<file path="src/inc/rrex_pkg.sv">
// rrex_pkg: constants and types for the return and rotate execution slice
// assumes a 14-bit instruction word and a 15-bit program counter
package rrex_pkg;
  localparam int INSN_W   = 14;
  localparam int PC_W     = 15;
  localparam int DATA_W   = 8;
  localparam int FADDR_W  = 7;
  // fixed encodings of the plain and interrupt return ops
  localparam logic [13:0] OPC_RET     = 14'h0008;
  localparam logic [13:0] OPC_IRQ_RET = 14'h0009;
  // 6-bit major opcodes in bits 13:8
  localparam logic [5:0]  MAJ_LIT_RET = 6'h34;
  localparam logic [5:0]  MAJ_ROT_L   = 6'h0D;
  localparam logic [5:0]  MAJ_ROT_R   = 6'h0C;
  localparam int DEST_BIT  = 7;
  localparam int GIE_BIT   = 7;
  localparam int RET_CYCLES = 2;
  localparam int ROT_CYCLES = 1;
  typedef enum logic [4:0] {
    RREX_OP_NONE = 5'h00,
    RREX_OP_IRET = 5'h01,
    RREX_OP_RET  = 5'h02,
    RREX_OP_LRET = 5'h04,
    RREX_OP_ROTL = 5'h08,
    RREX_OP_ROTR = 5'h10
  } rrex_op_t;
  typedef enum logic [1:0] {
    RREX_ST_IDLE = 2'h1,
    RREX_ST_FLUSH = 2'h2
  } rrex_state_t;
endpackage

</file>
<file path="src/rtl/rrex_decode.sv">
// rrex_decode: classifies an instruction word into one of the five ops, or RREX_OP_NONE if it matches none
// assumes a word from the same clock domain, purely combinational
`timescale 1ns/1ps
module rrex_decode (
  // instruction in
  input  wire logic [rrex_pkg::INSN_W-1:0] insn,
  // decoded op
  output rrex_pkg::rrex_op_t               op
);
  import rrex_pkg::*;
  wire logic [5:0] major;
  wire logic       is_iret;
  wire logic       is_ret;
  wire logic       is_lret;
  wire logic       is_rotl;
  wire logic       is_rotr;
  assign major   = insn[13:8];
  assign is_iret = (insn == OPC_IRQ_RET);
  assign is_ret  = (insn == OPC_RET);
  assign is_lret = (major == MAJ_LIT_RET);
  assign is_rotl = (major == MAJ_ROT_L);
  assign is_rotr = (major == MAJ_ROT_R);
  assign op = is_iret ? RREX_OP_IRET :
              is_ret  ? RREX_OP_RET  :
              is_lret ? RREX_OP_LRET :
              is_rotl ? RREX_OP_ROTL :
              is_rotr ? RREX_OP_ROTR : RREX_OP_NONE;
endmodule

</file>
<file path="src/rtl/rrex_exec.sv">
// rrex_exec: executes returns over two cycles and rotates through carry in one cycle
// assumes the core supplies stack top, file data and carry each cycle
//
// Functional notes
// - interrupt return pops the stack into the pc over two cycles, flags kept.
// - interrupt return also sets the global interrupt enable bit to one.
// - plain return pops the stack into the pc over two cycles, nothing else.
// - literal return loads its byte into the accumulator and pops into the pc.
// - rotate left shifts the file register left through carry in one cycle.
// - rotate right shifts the file register right through carry.
// - destination zero writes the accumulator, one writes the file register.
`timescale 1ns/1ps
module rrex_exec (
  // clock and reset
  input  wire logic                          clk,
  input  wire logic                          reset_n,
  // instruction issue
  input  wire logic                          insn_valid,
  input  wire logic [rrex_pkg::INSN_W-1:0]   insn,
  output logic                               insn_ready,
  // stack and file register inputs
  input  wire logic [rrex_pkg::PC_W-1:0]     stack_top,
  input  wire logic [rrex_pkg::DATA_W-1:0]   file_data,
  input  wire logic                          carry_in,
  // results
  output logic                               stack_pop,
  output logic                               pc_load,
  output logic [rrex_pkg::PC_W-1:0]          pc_value,
  output logic                               acc_we,
  output logic [rrex_pkg::DATA_W-1:0]        acc_data,
  output logic                               file_we,
  output logic [rrex_pkg::FADDR_W-1:0]       file_addr,
  output logic [rrex_pkg::DATA_W-1:0]        file_wdata,
  output logic                               carry_we,
  output logic                               carry_out,
  output logic                               global_irq_enable_set,
  // current file address for the read port
  output logic [rrex_pkg::FADDR_W-1:0]       file_raddr
);
  import rrex_pkg::*;

  logic                rst_meta;
  logic                rst_sync;
  rrex_state_t         state;
  rrex_state_t         next_state;
  rrex_op_t            op;
  wire logic           take;
  wire logic           is_return;
  wire logic           is_rotate;
  wire logic           dest_file;
  wire logic [7:0]     rot_result;
  wire logic           rot_carry;

  always_ff @(posedge clk or negedge reset_n) begin
    if (!reset_n) begin
      rst_meta <= 1'b0;
      rst_sync <= 1'b0;
    end else begin
      rst_meta <= 1'b1;
      rst_sync <= rst_meta;
    end
  end

  rrex_decode u_decode (
    .insn (insn),
    .op   (op)
  );

  // a return holds issue off for its second cycle
  assign insn_ready = (state == RREX_ST_IDLE);
  assign take       = insn_valid && insn_ready;
  assign is_return  = (op == RREX_OP_IRET) || (op == RREX_OP_RET) ||
                      (op == RREX_OP_LRET);
  assign is_rotate  = (op == RREX_OP_ROTL) || (op == RREX_OP_ROTR);
  assign dest_file  = insn[DEST_BIT];
  assign file_raddr = insn[FADDR_W-1:0];
  assign rot_result = (op == RREX_OP_ROTL) ?
                      {file_data[6:0], carry_in} :
                      {carry_in, file_data[7:1]};
  assign rot_carry  = (op == RREX_OP_ROTL) ? file_data[7] :
                      file_data[0];

  always_comb begin
    next_state = state;
    unique case (state)
      RREX_ST_IDLE:  if (take && is_return) next_state = RREX_ST_FLUSH;
      RREX_ST_FLUSH: next_state = RREX_ST_IDLE;
      default:       next_state = RREX_ST_IDLE;
    endcase
  end

  always_ff @(posedge clk or negedge rst_sync) begin
    if (!rst_sync) begin
      state <= RREX_ST_IDLE;
    end else begin
      state <= next_state;
    end
  end

  // result registers, enables pulse for one cycle per op, data values hold until rewritten
  always_ff @(posedge clk or negedge rst_sync) begin
    if (!rst_sync) begin
      stack_pop             <= 1'b0;
      pc_load               <= 1'b0;
      pc_value              <= '0;
      acc_we                <= 1'b0;
      acc_data              <= 8'h00;
      file_we               <= 1'b0;
      file_addr             <= 7'h00;
      file_wdata            <= 8'h00;
      carry_we              <= 1'b0;
      carry_out             <= 1'b0;
      global_irq_enable_set <= 1'b0;
    end else begin
      stack_pop             <= take && is_return;
      pc_load               <= take && is_return;
      if (take && is_return) begin
        pc_value <= stack_top;
      end
      global_irq_enable_set <= take && (op == RREX_OP_IRET);
      acc_we   <= take && ((op == RREX_OP_LRET) ||
                           (is_rotate && !dest_file));
      if (take && op == RREX_OP_LRET) begin
        acc_data <= insn[7:0];
      end else if (take && is_rotate) begin
        acc_data <= rot_result;
      end
      file_we  <= take && is_rotate && dest_file;
      if (take && is_rotate) begin
        file_addr  <= insn[FADDR_W-1:0];
        file_wdata <= rot_result;
        carry_out  <= rot_carry;
      end
      carry_we <= take && is_rotate;
    end
  end

  property p_ret_two_cycles;
    @(posedge clk) disable iff (!rst_sync)
      (take && is_return) |=> !insn_ready ##1 insn_ready;
  endproperty
  a_ret_two_cycles: assert property (p_ret_two_cycles)
    else $error("return did not take two cycles");

  property p_iret_gie;
    @(posedge clk) disable iff (!rst_sync)
      (take && op == RREX_OP_IRET) |=> global_irq_enable_set && pc_load;
  endproperty
  a_iret_gie: assert property (p_iret_gie)
    else $error("interrupt return did not set enable");

  property p_ret_plain;
    @(posedge clk) disable iff (!rst_sync)
      (take && op == RREX_OP_RET) |=> pc_load && !global_irq_enable_set
        && !acc_we && !carry_we;
  endproperty
  a_ret_plain: assert property (p_ret_plain)
    else $error("plain return touched other state");

  property p_lret_acc;
    @(posedge clk) disable iff (!rst_sync)
      (take && op == RREX_OP_LRET) |=>
        acc_we && acc_data == $past(insn[7:0]) && !carry_we;
  endproperty
  a_lret_acc: assert property (p_lret_acc)
    else $error("literal return lost its byte");

  property p_rotl;
    @(posedge clk) disable iff (!rst_sync)
      (take && op == RREX_OP_ROTL) |=> carry_we &&
        carry_out == $past(file_data[7]) && insn_ready;
  endproperty
  a_rotl: assert property (p_rotl)
    else $error("rotate left carry wrong");

  property p_rotr;
    @(posedge clk) disable iff (!rst_sync)
      (take && op == RREX_OP_ROTR) |=> carry_we &&
        carry_out == $past(file_data[0]) && !pc_load;
  endproperty
  a_rotr: assert property (p_rotr)
    else $error("rotate right carry wrong");

  property p_dest;
    @(posedge clk) disable iff (!rst_sync)
      (take && is_rotate) |=> (file_we != acc_we) &&
        (file_we == $past(dest_file));
  endproperty
  a_dest: assert property (p_dest)
    else $error("rotate destination wrong");

  property p_rot_bits;
    @(posedge clk) disable iff (!rst_sync)
      (take && op == RREX_OP_ROTL) |=>
        file_wdata == {$past(file_data[6:0]), $past(carry_in)};
  endproperty
  a_rot_bits: assert property (p_rot_bits)
    else $error("rotate left bits wrong");
endmodule

</file>
<file path="config.mk">
export PLATFORM = sky130hd
export DESIGN_NAME = rrex_exec
export DESIGN_NICKNAME = d
export VERILOG_FILES = /design/src/inc/rrex_pkg.sv /design/src/rtl/rrex_decode.sv /design/src/rtl/rrex_exec.sv
export SDC_FILE = /design/constraint.sdc
export NUM_CORES = 1
export LEC_CHECK = 0
export ABC_AREA = 1
export BUFFER_PORTS_ARGS = -buffer_cell sky130_fd_sc_hd__clkbuf_2
export CELL_PAD_IN_SITES_DETAIL_PLACEMENT = 1
export CELL_PAD_IN_SITES_GLOBAL_PLACEMENT = 1
export CORE_ASPECT_RATIO = 1.1
export CORE_MARGIN = 2
export CORE_UTILIZATION = 34
export DETAILED_ROUTE_END_ITERATION = 8
export PLACE_DENSITY_LB_ADDON = 0.12
export SLEW_MARGIN = 20
export SYNTH_ARGS = -nofsm -noshare
export SYNTH_HDL_FRONTEND = slang
export SYNTH_SLANG_ARGS = --single-unit
</file>
<file path="constraint.sdc">
create_clock -name clk -period 2.1 [get_ports clk]
set_input_delay 0.21 -clock clk [delete_from_list [all_inputs] [get_ports clk]]
set_output_delay 0.21 -clock clk [all_outputs]
set_load 0.05 [all_outputs]
</file>
==> summary.md <==
| Metric | Value |
|---|---|
| Status | completed |
| Critical Path AT | 1.72 ns |
| Vias in the first global route | 1986 |
| P_sw | 0.00109 W |
| Largest net degree at the start of global routing | 37 |
| Number of flops mapped to enable cells by yosys | 0 |
| Remaining DRCs | 0 |
| Startpoint types | flop |
| Tot GR Track Use | between 10% and 20% |
| Dpl cell area | 0.00264 sq mm |
| Core ar. | 0.00616 sq mm |
| Final Cell Area | 0.00276 sq mm |
| Longest Clk Path Bufs | 2 |
| Avg Cell Area, Syn | 8.68 sq um |
| Clk pwr share | 24.7% |
| Tmin final | about 1.5 ns |
| Area fraction of the dominant cell type after synthesis | 54.2% |
| Hold_ws | 0.138 ns |
| Worst reg-to-reg setup slack | approximately 0.56 ns |
| Reg area | ~0.0012 sq mm |
| Finish-stage setup viols | 0 |
| Most numerous cell in the Yosys netlist | nand2_1 |
| Mux contribution to synthesized area | 0% |
| Sinks on Clock Net | 48 |
| Tot Pwr | 0.00270 W |
| Port bufs | 93 |
| CP Data Required Time | roughly 2.3 ns |
| Number of buffers created by CTS | 5 |
| P&R area growth vs syn | 27.1% |
| Hold path startpoint | stack_top[7] |
| Post-Syn Area | between 0.002 and 0.0025 sq mm |
| Combinational cell fraction of total power | 32.8% |
| Layout cell share with drive strength beyond 1 | 35.0% |
| GP Congestion | 0.809 |
| Post-Synthesis Net Count | slightly below 300 |
| Fillers | roughly 790 |
| Final period util | between 70% and 80% |
| Synth Area in Compound Gates | between 1 and 1.5% |
| Sequential area share after synthesis | 55.4% |
| Worst-path maximum fanout | 9 |
| Worst Hold Class | input pin to flop |
| Max_slew headroom | 46.7% |
| Crit Path Class | flop to flop |
| Avg WL per Cell | between 10 and 15 microns |
| Vias per cell | 4.65 |
| Synth Area in Simple Gates | roughly a third |
| R2R Path Start | state[0] |
| Worst-path clk slew | 0.09 ns |
| Max H-tree Level | 2 |
| Area leader, netlist | dfrtp_1 |
| Max Cap Viol | 0 |
| I/O pin count | 94 |
| Maximum vdd drop | 0.000410 V |
| Clock skew | 0.00350 ns |
| Synth Area in XOR/XNOR | 0% |
| Final nets | 380 |
| Largest family of logic cells by synthesized area | simple AND/OR/NAND/NOR gates |
| Top cells by area, synth | dfrtp_1, nand2_1, nand3_1, inv_1, buf_4 |
| HPWL after DPL | ~4.5 mm |
| Pwr/cell area | between 900 and 1000 mW/mm^2 |
| Fin. max-slew vios | 0 |
| Setup TNS | 0 ns |
| Initial DRC Count | 73 |
| Reg power frac | 42.5% |
| Cells after Synth | between 200 and 300 |
| Die height | 87.8 microns |
| Post-synthesis adder-cell area fraction | 0% |
| RSZ-0062 raised after global routing | no |
| Synth cell types | 20 |
| Worst-Margin Slew | 0.799 ns |
| Initial antenna violation count | 0 |
| #FFs+latches synth | 48 |
| P_leak | 1.64 nW |
| Ys Warns | 0 |
| Power Internal | approximately 0.0016 W |
| Fin. Hold Viols | 0 |
| Routed Antenna Nets | 0 |
| Hold Path Sink | pc_value[7] |
| Clk root buf | clkbuf_8 |
| DRT Pass-1 Iters | 5 |
| Clock Latency Late Sink | 0.30 ns |
| FF-to-FF End | acc_data[0] |
| Starting density of the core | 35.2% |
| Commonest cells in the netlist | nand2_1, dfrtp_1, nand3_1 |
| Post-CTS resize count | 0 |
| Ys async rst share | 100% |
| Grt ovf | 0 |
| Global-route wire length before repair | 9.34 mm |
| Detailed Route WL | 5.83 mm |
| Die area | 0.00704 sq mm |
| Area of the multi-input gates | roughly 750 sq um |
| Hold path cells | 3 |
| Layout Utilization | 44.8% |
| Antenna Cells | 0 |
| Switching share of power | 40.5% |
| Cell Rows | 30 |
| Max frequency | 651 MHz |
| Die W | 80.2 microns |
| Dominant synthesized flop cell | dfrtp_1 |
| Crit end category | flop |
| CTS tree | done |
| Vias | 1954 |
| R2R cell count | 7 |
## area by class of cell
class	count	share of cell area (%)
clock inverters	2	1.27
multi-input cells	163	27.4
inverters	23	3.13
flip-flops and latches	48	43.6
clock buffers	6	2.63
well taps	80	3.63
repair buffers	98	18.3
## worst max path at each step
stage / slack, ns / from / end / depth (start not counted)
CTS: 0.53 / state[0] / acc_data[0] / 7
finish: 0.56 / state[0] / acc_data[0] / 7
global route: 0.47 / state[0] / acc_data[0] / 7
detailed placement: 0.58 / state[0] / acc_data[1] / 7
floorplan: 0.67 / rst_sync / acc_data[0] / 0
global placement: 0.59 / state[0] / acc_data[5] / 7
## per-layer routing
| layer | vias up | GRT usage [%] | part of all wire [%] |
|---|---|---|---|
| met1 | 932 | 22.2 | 44 |
| met5 | - | 0 | 0 |
| met2 | 59 | 28.4 | 49 |
| li1 | 954 | - | - |
| met3 | 9 | 3.20 | 5.1 |
| met4 | 0 | 6.78 | 2.2 |
## cell families after synthesis
logic type | Yosys count
flip-flops | 48
buffers and inverters | 39
other | 1
AO/OA/AOI/OAI | 5
AND/OR/NAND/NOR | 157
## power groups by stage
stage | clock, W | sequential, W | combinational [W]
2_1_floorplan | 0 | 0.00163 | 0.000185
3_3_place_gp | 0 | 0.00117 | 0.000875
3_5_place_dp | 0 | 0.00117 | 0.000891
4_1_cts | 0.000685 | 0.00115 | 0.000896
5_1_grt | 0.000720 | 0.00116 | 0.000941
6_report | 0.000667 | 0.00115 | 0.000885
## placed cells by master (no fill, tap or decap)
master         synthesis  routed
buf_4                  9       4
bufinv_16              0       1
clkbuf_1               1       1
clkbuf_2               0      93
clkbuf_8               0       5
clkinv_2               0       1
conb_1                 1       1
dfrtp_1               47      46
dfrtp_2                0       1
dfstp_2                1       1
dlygate4sd3_1          0       1
inv_1                 19      19
inv_2                  4       4
nand2_1               89      89
nand2_2                2       2
nand2_4                2       2
nand3_1               47      47
nand3b_1               2       2
nand4_1                1       1
nor2_1                 8       8
nor2_4                 4       4
nor2_8                 1       1
nor3_1                 1       1
o21ai_0                5       5
## stage by stage
stage | setup slack (ns) | std cells
after floorplan | 0.667 | 250
after CTS | 0.529 | 420
after detailed placement | 0.580 | 411
after global routing | 0.468 | 420
after global placement | 0.592 | 411
final | 0.563 | 420
## flip-flops by register name, indices dropped and copies added (netlist names)
signal and flops:
acc_data 8, acc_we 1, carry_out 1, carry_we 1, file_addr 7, file_wdata 8
file_we 1, global_irq_enable_set 1, pc_load 1, pc_value 15, rst_meta 1, rst_sync 1
state 2
## worst max-delay path, cell delays in order, from the launching register on
cell and delay, ns:
dfstp_2 0.54, nand2_2 0.09, nor2_8 0.11, inv_2 0.08, nor2_4 0.24, inv_2 0.16
nand3_1 0.11, nand3_1 0.08
## timing repair
action / in CTS / in global routing
endpoints found under the hold margin: 2 / 0
hold buffers: 1 / 0
buffers inserted: 0 / 0
Note: power is estimated with default switching activity, not from simulation.
